===== src/acc_pkg.sv =====
// Shared constants for the converter channel control block
package acc_pkg;
	// Register byte offsets on the APB slave
	localparam logic [11:0] ACC_OFF_CONTROL = 12'h000;
	localparam logic [11:0] ACC_OFF_RESULT_HIGH = 12'h004;
	localparam logic [11:0] ACC_OFF_RESULT_LOW = 12'h008;
	localparam logic [11:0] ACC_OFF_STATUS = 12'h00c;

	// Control register field positions
	localparam int ACC_CTL_CHAN_LSB = 4;
	localparam int ACC_CTL_CHAN_W = 4;
	localparam int ACC_CTL_DIFF_BIT = 3;
	localparam int ACC_CTL_MUXOUT_BIT = 2;
	localparam int ACC_CTL_DIV16_BIT = 1;
	localparam int ACC_CTL_ACTIVE_BIT = 0;
	localparam logic [7:0] ACC_CTL_RESET = 8'h00;

	// Result layout
	localparam int ACC_RES_W = 10;
	localparam int ACC_RES_LOW_LSB = 6;

	// Status register field positions
	localparam int ACC_STA_ACTIVE_BIT = 0;
	localparam int ACC_STA_UNUSABLE_BIT = 1;
	localparam int ACC_STA_ROUTED_BIT = 2;

	// Converter clock counts per phase
	localparam int ACC_SAMPLE_CLKS = 3;
	localparam int ACC_AZERO_CLKS = 1;
	localparam int ACC_APPROX_CLKS = 10;
	localparam int ACC_LOAD_CLKS = 1;
	localparam int ACC_CONV_CLKS = ACC_SAMPLE_CLKS + ACC_AZERO_CLKS
		+ ACC_APPROX_CLKS + ACC_LOAD_CLKS;

	// Prescale ratios
	localparam int ACC_DIV_SLOW = 16;
	localparam int ACC_DIV_FAST = 1;

	// Channel codes that change meaning when the mux path is routed out
	localparam logic [3:0] ACC_CH_DIFF_UNUSED = 4'hc;
	localparam logic [3:0] ACC_CH_DIFF_NEGOUT = 4'hd;
	localparam logic [3:0] ACC_CH_MUX_OUT = 4'he;
	localparam logic [3:0] ACC_CH_CONV_IN = 4'hf;

	typedef enum logic [2:0] {
		ACC_IDLE,
		ACC_SAMPLE,
		ACC_AZERO,
		ACC_APPROX,
		ACC_LOAD
	} acc_phase_t;
endpackage


===== src/acc_conv_clock.sv =====
// Converter clock prescaler producing one-cycle converter clock ticks
`timescale 1ns/10ps
module acc_conv_clock #(
	parameter int DIV_SLOW = acc_pkg::ACC_DIV_SLOW
) (
	// Clock and reset
	input wire logic sys_clk,
	input wire logic arst_n,
	// Control
	input wire logic enable,
	input wire logic divSlow,
	// Tick out
	output logic convTick
);
	import acc_pkg::*;

	localparam int CW = $clog2(DIV_SLOW);
	localparam logic [CW-1:0] LIM_SLOW = CW'(DIV_SLOW - 1);
	localparam logic [CW-1:0] LIM_FAST = CW'(ACC_DIV_FAST - 1);

	logic [CW-1:0] divCount;
	logic [CW-1:0] limit;

	assign limit = divSlow ? LIM_SLOW : LIM_FAST;

	// Held at zero while idle so the converter clock is off
	always_ff @(posedge sys_clk or negedge arst_n) begin
		if (!arst_n) begin
			divCount <= '0;
		end else if (!enable || divCount >= limit) begin
			divCount <= '0;
		end else begin
			divCount <= divCount + CW'(1);
		end
	end

	always_ff @(posedge sys_clk or negedge arst_n) begin
		if (!arst_n) begin
			convTick <= 1'b0;
		end else begin
			convTick <= enable && divCount >= limit;
		end
	end
endmodule // acc_conv_clock


===== src/acc_adc_channel_control.sv =====
// Control logic of a 16-channel 10-bit successive-approximation converter
// What this block does
// - Reset clears the control register and powers the converter down.
// - Control byte: channel 7:4, diff 3, mux path 2, prescale 1, active 0.
// - Writing one to the active bit starts a conversion with current settings.
// - Hardware clears the active bit as the result lands in result registers.
// - Single-ended: one conversion of the selected channel, then stop.
// - Differential: one conversion of the selected pair, then stop.
// - Four-bit field picks one of sixteen channels as positive input.
// - Negative is ground single-ended; pair partner n xor 1 in differential.
// - Mux path off: all sixteen codes are valid in both modes.
// - Mux path on: codes 14, 15 and differential 12, 13 change use.
// - Mux path on routes mux output and converter input to pins.
// - While active, control writes change only the active bit.
// - A conversion is 3 sample, 1 auto-zero, 10 approximation, 1 load clocks.
// - Prescale bit: zero divides by one, one divides by sixteen.
// - High result holds bits 9:2; low holds bits 1:0 at 7:6, rest zero.
//
// The address map and the APB register port are this design's own decisions.
`timescale 1ns/10ps
module acc_adc_channel_control #(
	parameter int ADDR_W = 12,
	parameter int CHANNELS = 16
) (
	// Clock and reset
	input wire logic sys_clk,
	input wire logic arst_n,
	// APB slave
	input wire logic psel,
	input wire logic penable,
	input wire logic pwrite,
	input wire logic [ADDR_W-1:0] paddr,
	input wire logic [31:0] pwdata,
	input wire logic [3:0] pstrb,
	output logic [31:0] prdata,
	output logic pready,
	output logic pslverr,
	// Converter core
	output logic convPower,
	output logic convTick,
	output logic sampleOn,
	output logic autoZeroOn,
	output logic [acc_pkg::ACC_RES_W-1:0] trialCode,
	input wire logic compHigh,
	// Analog multiplexer
	output logic [CHANNELS-1:0] posSelect,
	output logic [CHANNELS-1:0] negSelect,
	output logic negToGround,
	output logic muxPinRoute
);
	import acc_pkg::*;

	localparam int CH_W = ACC_CTL_CHAN_W;

	// Control register fields
	logic [CH_W-1:0] chanSel;
	logic diffMode;
	logic muxOut;
	logic divSlow;
	logic active;

	// Results
	logic [7:0] resultHigh;
	logic [1:0] resultLow;

	// Sequencer
	acc_phase_t phase;
	acc_phase_t next_phase;
	logic [3:0] phaseCount;
	logic [3:0] next_phaseCount;
	logic [ACC_RES_W-1:0] sarCode;
	logic [ACC_RES_W-1:0] sarBit;
	logic tickRaw;
	logic lastTick;

	// Bus decode
	logic setupCyc;
	logic wrTake;
	logic wrLane0;
	logic [ADDR_W-1:0] regAddr;
	logic addrHit;
	logic [31:0] readMux;
	logic ctlWrite;
	logic startReq;
	logic stopReq;
	logic convDone;
	logic selUnusable;
	logic [CH_W-1:0] negCode;

	assign regAddr = paddr;
	assign setupCyc = psel && !penable;
	assign wrTake = psel && penable && pready && pwrite && !pslverr;
	assign wrLane0 = pstrb[0];
	assign ctlWrite = wrTake && wrLane0 && regAddr == ADDR_W'(ACC_OFF_CONTROL);

	// Start only from idle; restart needs a stop write first
	assign startReq = ctlWrite && !active && pwdata[ACC_CTL_ACTIVE_BIT];
	assign stopReq = ctlWrite && active && !pwdata[ACC_CTL_ACTIVE_BIT];
	assign convDone = phase == ACC_LOAD && tickRaw;

	always_comb begin
		addrHit = 1'b1;
		readMux = 32'h0000_0000;
		case (regAddr)
			ADDR_W'(ACC_OFF_CONTROL): begin
				readMux[7:0] = {chanSel, diffMode, muxOut, divSlow, active};
			end
			ADDR_W'(ACC_OFF_RESULT_HIGH): begin
				readMux[7:0] = resultHigh;
			end
			ADDR_W'(ACC_OFF_RESULT_LOW): begin
				readMux[7:ACC_RES_LOW_LSB] = resultLow;
			end
			ADDR_W'(ACC_OFF_STATUS): begin
				readMux[ACC_STA_ACTIVE_BIT] = active;
				readMux[ACC_STA_UNUSABLE_BIT] = selUnusable;
				readMux[ACC_STA_ROUTED_BIT] = muxOut;
			end
			default: begin
				addrHit = 1'b0;
			end
		endcase
	end

	// One wait-free access phase; read data captured in the setup cycle
	always_ff @(posedge sys_clk or negedge arst_n) begin
		if (!arst_n) begin
			pready <= 1'b0;
			pslverr <= 1'b0;
			prdata <= 32'h0000_0000;
		end else begin
			pready <= setupCyc;
			pslverr <= setupCyc && !addrHit;
			if (setupCyc) begin
				prdata <= (!pwrite && addrHit) ? readMux : 32'h0000_0000;
			end
		end
	end

	// Settings fields, frozen while a conversion runs
	always_ff @(posedge sys_clk or negedge arst_n) begin
		if (!arst_n) begin
			chanSel <= ACC_CTL_RESET[7:ACC_CTL_CHAN_LSB];
			diffMode <= ACC_CTL_RESET[ACC_CTL_DIFF_BIT];
			muxOut <= ACC_CTL_RESET[ACC_CTL_MUXOUT_BIT];
			divSlow <= ACC_CTL_RESET[ACC_CTL_DIV16_BIT];
		end else if (ctlWrite && !active) begin
			chanSel <= pwdata[ACC_CTL_CHAN_LSB +: CH_W];
			diffMode <= pwdata[ACC_CTL_DIFF_BIT];
			muxOut <= pwdata[ACC_CTL_MUXOUT_BIT];
			divSlow <= pwdata[ACC_CTL_DIV16_BIT];
		end
	end

	// Active bit: set by software, cleared by completion or a stop write
	always_ff @(posedge sys_clk or negedge arst_n) begin
		if (!arst_n) begin
			active <= ACC_CTL_RESET[ACC_CTL_ACTIVE_BIT];
		end else if (convDone || stopReq) begin
			active <= 1'b0;
		end else if (startReq) begin
			active <= 1'b1;
		end
	end

	// Converter clock stops whenever the block is idle
	acc_conv_clock #(
		.DIV_SLOW(ACC_DIV_SLOW)
	) u_conv_clock (
		.sys_clk(sys_clk),
		.arst_n(arst_n),
		.enable(active),
		.divSlow(divSlow),
		.convTick(tickRaw)
	);

	assign lastTick = tickRaw && phaseCount == 4'h0;

	always_comb begin
		next_phase = phase;
		next_phaseCount = phaseCount;
		case (phase)
			ACC_IDLE: begin
				if (startReq) begin
					next_phase = ACC_SAMPLE;
					next_phaseCount = 4'(ACC_SAMPLE_CLKS - 1);
				end
			end
			ACC_SAMPLE: begin
				if (lastTick) begin
					next_phase = ACC_AZERO;
					next_phaseCount = 4'(ACC_AZERO_CLKS - 1);
				end else if (tickRaw) begin
					next_phaseCount = phaseCount - 4'h1;
				end
			end
			ACC_AZERO: begin
				if (lastTick) begin
					next_phase = ACC_APPROX;
					next_phaseCount = 4'(ACC_APPROX_CLKS - 1);
				end else if (tickRaw) begin
					next_phaseCount = phaseCount - 4'h1;
				end
			end
			ACC_APPROX: begin
				if (lastTick) begin
					next_phase = ACC_LOAD;
					next_phaseCount = 4'(ACC_LOAD_CLKS - 1);
				end else if (tickRaw) begin
					next_phaseCount = phaseCount - 4'h1;
				end
			end
			ACC_LOAD: begin
				// Single shot in either mode: no rescan, no auto restart
				if (tickRaw) begin
					next_phase = ACC_IDLE;
					next_phaseCount = 4'h0;
				end
			end
			default: begin
				next_phase = ACC_IDLE;
				next_phaseCount = 4'h0;
			end
		endcase
		if (stopReq) begin
			next_phase = ACC_IDLE;
			next_phaseCount = 4'h0;
		end
	end

	always_ff @(posedge sys_clk or negedge arst_n) begin
		if (!arst_n) begin
			phase <= ACC_IDLE;
			phaseCount <= 4'h0;
		end else begin
			phase <= next_phase;
			phaseCount <= next_phaseCount;
		end
	end

	// Trial output is the approximation register: no lag at one tick a cycle
	always_ff @(posedge sys_clk or negedge arst_n) begin
		if (!arst_n) begin
			trialCode <= '0;
			sarBit <= '0;
		end else if (phase == ACC_AZERO && lastTick) begin
			trialCode <= ACC_RES_W'(1) << (ACC_RES_W - 1);
			sarBit <= ACC_RES_W'(1) << (ACC_RES_W - 1);
		end else if (phase == ACC_APPROX && tickRaw) begin
			trialCode <= (compHigh ? trialCode : (trialCode & ~sarBit)) | (sarBit >> 1);
			sarBit <= sarBit >> 1;
		end
	end
	assign sarCode = trialCode;

	// Results load on the completion edge that clears the active bit
	always_ff @(posedge sys_clk or negedge arst_n) begin
		if (!arst_n) begin
			resultHigh <= 8'h00;
			resultLow <= 2'h0;
		end else if (convDone) begin
			resultHigh <= sarCode[ACC_RES_W-1:2];
			resultLow <= sarCode[1:0];
		end else if (wrTake && wrLane0) begin
			if (regAddr == ADDR_W'(ACC_OFF_RESULT_HIGH)) begin
				resultHigh <= pwdata[7:0];
			end
			if (regAddr == ADDR_W'(ACC_OFF_RESULT_LOW)) begin
				resultLow <= pwdata[7:ACC_RES_LOW_LSB];
			end
		end
	end

	// Negative partner: even code pairs upward, odd code downward
	assign negCode = {chanSel[CH_W-1:1], ~chanSel[0]};

	// Codes that the routed mux path takes over; software must avoid them
	always_comb begin
		selUnusable = 1'b0;
		if (muxOut) begin
			if (chanSel == ACC_CH_MUX_OUT || chanSel == ACC_CH_CONV_IN) begin
				selUnusable = 1'b1;
			end
			if (diffMode && (chanSel == ACC_CH_DIFF_UNUSED
				|| chanSel == ACC_CH_DIFF_NEGOUT)) begin
				selUnusable = 1'b1;
			end
		end
	end

	// Multiplexer gates; with the pin route on they stay enabled while idle
	// so the external filter can settle before the start write
	generate
		for (genvar ch = 0; ch < CHANNELS; ch++) begin : g_chan
			always_ff @(posedge sys_clk or negedge arst_n) begin
				if (!arst_n) begin
					posSelect[ch] <= 1'b0;
					negSelect[ch] <= 1'b0;
				end else begin
					posSelect[ch] <= (active || muxOut) && !selUnusable
						&& chanSel == CH_W'(ch);
					negSelect[ch] <= (active || muxOut) && !selUnusable
						&& diffMode && negCode == CH_W'(ch);
				end
			end
		end
	endgenerate

	// Power, tick and phase outputs follow the phase register, so power spans the final load tick; ground and pin route follow the settings
	always_ff @(posedge sys_clk or negedge arst_n) begin
		if (!arst_n) begin
			convPower <= 1'b0;
			convTick <= 1'b0;
			sampleOn <= 1'b0;
			autoZeroOn <= 1'b0;
			negToGround <= 1'b0;
			muxPinRoute <= 1'b0;
		end else begin
			convPower <= phase != ACC_IDLE;
			convTick <= tickRaw && phase != ACC_IDLE;
			sampleOn <= phase == ACC_SAMPLE;
			autoZeroOn <= phase == ACC_AZERO;
			negToGround <= !diffMode;
			muxPinRoute <= muxOut;
		end
	end
endmodule // acc_adc_channel_control


===== config.mk =====
export PLATFORM = sky130hd
export DESIGN_NAME = acc_adc_channel_control
export DESIGN_NICKNAME = d
export VERILOG_FILES = /design/src/acc_pkg.sv /design/src/acc_conv_clock.sv /design/src/acc_adc_channel_control.sv
export SDC_FILE = /design/constraint.sdc
export NUM_CORES = 1
export LEC_CHECK = 0
export BUFFER_PORTS_ARGS = -buffer_cell sky130_fd_sc_hd__buf_4
export CAP_MARGIN = 20
export CORE_UTILIZATION = 30
export DETAILED_ROUTE_END_ITERATION = 10
export GPL_TIMING_DRIVEN = 0
export PLACE_DENSITY_LB_ADDON = 0.2
export SLEW_MARGIN = 10
export SYNTH_ARGS = -nofsm -noshare
export SYNTH_HDL_FRONTEND = slang
export SYNTH_HIERARCHICAL = 1
export SYNTH_SLANG_ARGS = --single-unit

===== constraint.sdc =====
create_clock -name sys_clk -period 1.7 [get_ports sys_clk]
set_clock_uncertainty 0.1 [all_clocks]
set_input_delay 0.255 -clock sys_clk [delete_from_list [all_inputs] [get_ports sys_clk]]
set_output_delay 0.255 -clock sys_clk [all_outputs]
set_load 0.03 [all_outputs]

Yosys cells after proc, flatten, opt, wreduce, memory -nomap -nowiden --
Index checks and enable logic that the tools add are counted.
Cells by class: $add $sub $neg 2, order comparisons 1, equality and inequality tests 42, mux-type cells 37, bitwise operators 4, reduce and logical (&&, ||, !) cells 84
Operator list (count):
- == test 4 bit, second input constant | 16
- logical AND 1 bit | 54
- 2-to-1 mux 10 bit | 5
- == test 4 x 3 -> 1 bit, second input constant | 8
- 2-to-1 mux 4 bit | 8
- 2-to-1 mux 8 bit | 4
- == test 12 x 4 -> 1 bit, second input constant | 2
- 2-to-1 mux 3 bit | 6
- == test 4 x 2 -> 1 bit, second input constant | 4
- one-hot mux 4 bit (4 select lines) | 1
- one-hot mux 3 bit (5 select lines) | 1
- == test 12 x 3 -> 1 bit, second input constant | 1
- logical NOT 12 bit | 1
- logical NOT 4 bit | 3
- != test 3 bit, second input constant | 4
- bitwise AND 10 bit | 1
- inverter 10 bit | 1
- OR 10 x 9 -> 10 bit | 1
- nonzero test 2 bit | 5
- one-hot mux 3 bit (3 select lines) | 1
- == test 4 x 1 -> 1 bit, second input constant | 2
- logical NOT 1 bit | 8
- == test 3 x 2 -> 1 bit, second input constant | 2
- 2-to-1 mux 1 bit | 6
- other kinds (17) | 25
Word-level totals: bits in registers 122, output and inout port bits 82, word-level logic and storage cells 224

Depth between registers and ports, before layout --
depth after elaboration 11, mapped depth 8

Modules after synthesis --
Netlist, hierarchy kept.
By module, submodules not included:
- acc_adc_channel_control | times used 1, cells an instance 386, area each 4062.6 um2
- acc_conv_clock | times used 1, cells an instance 26, area each 296.5 um2

Least setup slack after synthesis --
OpenSTA, ideal clock, no wires.
path type register -> register, start point reg pready, end point reg chanSel[0], setup time 0.125 ns, arrival time 1.602 ns, required time 1.475 ns, slack -0.127 ns, cell stages (with the launch flop) 5, path buffers 0, path through dfrtp_1 -> and4_1 -> nand4b_1 -> nor3_4 -> mux2_2
Between the ends: word-level cells in the longest chain between the ends 6
Ends and longest elaborated chain:
- start, declared | RTL line acc_adc_channel_control.sv:36 | output logic pready,
- start signal, assigned | RTL line acc_adc_channel_control.sv:132 | pready <= setupCyc;
- logical AND 1 bit (3 in series) | RTL line acc_adc_channel_control.sv:92 | assign wrTake = psel && penable && pready && pwrite && !pslverr;
- logical AND 1 bit (2 in series) | RTL line acc_adc_channel_control.sv:94 | assign ctlWrite = wrTake && wrLane0 && regAddr == ADDR_W'(ACC_OFF_CONTROL);
- logical AND 1 bit | RTL line acc_adc_channel_control.sv:147 | end else if (ctlWrite && !active) begin
- end signal, assigned | RTL line acc_adc_channel_control.sv:143 | chanSel <= ACC_CTL_RESET[7:ACC_CTL_CHAN_LSB];
- end signal, assigned | RTL line acc_adc_channel_control.sv:148 | chanSel <= pwdata[ACC_CTL_CHAN_LSB +: CH_W];
- end, declared | RTL line acc_adc_channel_control.sv:56 | logic [CH_W-1:0] chanSel;
Every way passes these cells. A chain may end at the register's enable or synchronous reset.

Final worst setup path --
start point reg pslverr, end point reg phaseCount[2]
Between the ends: word-level cells in the longest chain between the ends 8
Ends and longest elaborated chain:
- start, declared | RTL line acc_adc_channel_control.sv:37 | output logic pslverr,
- start signal, assigned | RTL line acc_adc_channel_control.sv:133 | pslverr <= setupCyc && !addrHit;
- logical NOT 1 bit (*) | RTL line acc_adc_channel_control.sv:92
- logical AND 1 bit (*) | RTL line acc_adc_channel_control.sv:92
- logical AND 1 bit (*) (2 in series) | RTL line acc_adc_channel_control.sv:94
- logical AND 1 bit (on tied branches) (2 in series) | RTL line acc_adc_channel_control.sv:98, acc_adc_channel_control.sv:97
- != test 3 x 2 -> 1 bit (no source line) / != test 3 bit (equally long branches)
- AND reduction 2 bit (no source line)
- end signal, assigned | RTL line acc_adc_channel_control.sv:237 | phaseCount <= next_phaseCount;
- end, declared | RTL line acc_adc_channel_control.sv:69 | logic [3:0] phaseCount;
Every way passes the cells marked *; elsewhere a longest branch is shown, timed or not.

==> impl_metrics.csv <==
group,metric,value,unit
synthesis,avgSynthCellArea,10.58,sq um
timing,setup_slack,0.006886,ns
pwr,cellLeakagePower,2.858,nW
floorplan,fp.dieArea,15020,sq um
pwr,p_switching,1.143,mW
detailed_routing,via_per_inst,4.501,
grt,antenna_found_initial,0,
critical_path,required,1.83,ns
run_status,status,"finished, final reports clean",
cells_and_area,layout-area-overhead-vs-synth,33.78,%
synthesis,yosysSeqAreaShare,0.5626,
timing,period_share,0.9959,
detailed_routing,drt_wl_total,9.951,mm
critical_path,slowest_stage,"dfrtp_2",
synthesis,async_flop_share,1.000,
synthesis,netlist_area,4359,sq um
clocking,cts_max_path_buffers,2,
place,place_ws,-0.3203,ns
critical_path,critPathCaptureType,"flop",
critical_path,crit_buf_inv,0,
pwr,totalPowerFinal,4.772,mW
floorplan,row_count,43,
place,io_buffers,83,
detailed_routing,vias,3254,
grt,gr-usage-all-layers,0.1402,
grt,grt_pass1_wl,16.04,mm
place,dp.final_hpwl,7.313,mm
detailed_routing,wl_per_cell,13.76,um
pwr,power.density,818.2,nW/um^2
floorplan,pin_count,136,
clocking,htreeDepth,3,
grt,overflow,0,
floorplan,die_w,122.5,um
grt,grt_pass1_vias,3164,
critical_path,startpoint_type,"flop",
cells_and_area,fill_cells,1401,
pwr,clkPwrFrac,0.451,
pwr,seq_power_share,0.489,
synthesis,postSynthCellCount,412,
critical_path,critPathMaxStageDelay,0.43,ns
synthesis,ys_types,55,
clocking,cts.sinks,98,
pwr,vdd_drop_max,0.5686,mV
synthesis,synth-edff-count,0,
cells_and_area,nets,599,
timing,tightest_slew,0.5231,ns
cells_and_area,drive_above_1_share,0.3352,
timing,slew-limit-headroom,0.6481,
critical_path,cp_max_fo,4,
synthesis,synth_top_area_frac,0.5626,
critical_path,crit_type,"reg2reg",
timing,hold_violations,0,
floorplan,initial_utilization,0.3104,
run,drv_cap,0,
synthesis,ys.flop_type,"dfrtp_1",
pwr,p_comb_frac,0.060,
timing,rsz0062_at_grt,"true",
timing,min_period,1.693,ns
place,place_congestion,0.7444,
critical_path,path_cells,"nor4b_2, nand4_1, o21ai_2, nor4_2, a211o_1",
floorplan,dieHeight,122.5,um
synthesis,yosysTopAreaCell,"dfrtp_1",
synthesis,synthTopCellsByArea,"dfrtp_1 56%, nand2_1 4.4%, buf_4 4.3%",
clocking,tritoncts,"done",
cells_and_area,fin_util,0.4153,
cells_and_area,antenna_cells,0,
pwr,switching_share,0.2396,
detailed_routing,drt_iter0_markers,91,
grt,grt_max_degree,69,
pwr,internal-power,3.628,mW
detailed_routing,firstDrtPassIters,5,
floorplan,core-area,14040,sq um
critical_path,arrival,1.82,ns
synthesis,synth_commonest_cells,"98 x dfrtp_1, 51 x nand2_1, 46 x nor2_1, 27 x o21ai_0, 25 x buf_4",
timing,finalSetupViolCount,0,
clocking,clkLatencyLatePin,0.34,ns
hold_path,hp-class,"in2reg",
cells_and_area,instances_no_fill,723,
timing,slew_violations,0,
detailed_routing,drc,0,
synthesis,ys_ff_latch,98,
critical_path,crit_family,"compound AO/OA/AOI/OAI gates",
detailed_routing,ant_nets,0,
synthesis,yosys_warnings,6,
timing,max_clock_freq,590.6,MHz
clocking,cts.clk_slew.worst_paths,0.07,ns
clocking,root_buffer,"clkbuf_16",
place,dpl.cell_count,699,
synthesis,post-synth-top-count-cell,"dfrtp_1",
clocking,numCtsBuffers,9,
-- metrics by stage --
| step | area [sq um] | hold slack (ns) | TNS [ns] |
|---|---|---|---|
| after floorplan | 4451 | -0.1406 | -0.4905 |
| after global placement | 5299 | 0.3789 | -7.656 |
| after detailed placement | 5326 | 0.1329 | -7.985 |
| after CTS | 5723 | 0.01821 | -0.2572 |
| after global routing | 5832 | 0.03295 | -0.4332 |
| final | 5832 | 0.03411 | 0 |
-- final timing paths --
| check | end | slack, ns | depth (start not counted) | startpoint |
|---|---|---|---|---|
| hold reg to reg | u_conv_clock/divCount[0]$_DFF_PN0_ | 0.39 | 1 | u_conv_clock/divCount[0]$_DFF_PN0_ |
| setup reg to reg | phaseCount[2]$_DFFE_PN0P_ | 0.007 | 5 | pslverr$_DFF_PN0_ |
| setup / recovery | phaseCount[2]$_DFFE_PN0P_ | 0.007 | 5 | pslverr$_DFF_PN0_ |
| max in group asynchronous | posSelect[5]$_DFF_PN0_ | 0.55 | 3 | arst_n |
| hold / removal | diffMode$_DFFE_PN0P_ | 0.03 | 3 | pwdata[3] |
| min in group asynchronous | prdata[0]$_DFFE_PN0P_ | 0.30 | 2 | arst_n |
-- placed cells by master, fill, tap and decap left out, types with 6 or more instances in the layout --
cell type  instances
mux2i_1           16
nor3_1             9
conb_1            24
ha_1               6
nor2_1            44
nand3_1            6
inv_1             14
o21ai_0           24
nand2_1           50
clkbuf_16          9
buf_4            116
dfrtp_1           95
a21oi_1           16
a22o_1            10
mux2_4             6
-- final cells by class --
cell class | instances | area (sq um) | area share
multi-input combinational | 283 | 1772 | 0.3038
inverter | 16 | 60.06 | 0.01030
clock buffer | 9 | 225.2 | 0.03862
timing repair buffer | 94 | 744.5 | 0.1277
clock inverter | 7 | 95.09 | 0.01631
tap | 180 | 225.2 | 0.03862
sequential | 98 | 2456 | 0.4212
buffer | 36 | 254.0 | 0.04355
-- worst reg2reg max path, stage by stage, from the launching register on --
cell     delay, ns
dfrtp_2       0.43
nor4b_2       0.24
nand4_1       0.19
o21ai_2       0.28
nor4_2        0.07
a211o_1       0.26
-- logic make-up after synthesis --
kind of cell    share of synthesized area
flops                              0.5626
mux                               0.05741
compound gates                     0.1059
xor+xnor                         0.006029
simple gates                       0.1762
other cells                     0.0008603
buf+inv                           0.07090
fa+ha+maj                         0.02009
-- what timing repair did --
action	CTS	global route
cloned	0	0
endpoints found under the setup margin	42	49
hold buffers	1	0
pin swaps	3	5
resized for setup	12	25
endpoints found under the hold margin	30	0
buffers inserted	4	6
-- layer usage --
metal	global-route usage	routed length, um
met2	0.2258	4669
met3	0.02556	449
met5	0	0
met1	0.1887	4699
met4	0.04878	133
-- state kept, by name, summed over array words and instances (netlist names), 2 cells and up --
register / flops
negSelect: 16
posSelect: 16
sarBit: 10
trialCode: 10
prdata: 8
resultHigh: 8
chanSel: 4
phaseCount: 4
u_conv_clock/divCount: 4
phase: 3
resultLow: 2
-- power by group through the flow --
stage	Combinational (mW)	Sequential (mW)	Clock, mW
3_3_place_gp	0.270	2.38	0
2_1_floorplan	0.152	2.39	0
6_report	0.285	2.33	2.15
4_1_cts	0.286	2.33	2.21
5_1_grt	0.314	2.33	2.33
3_5_place_dp	0.280	2.38	0
No activity file was read; power rests on OpenSTA's default activity.
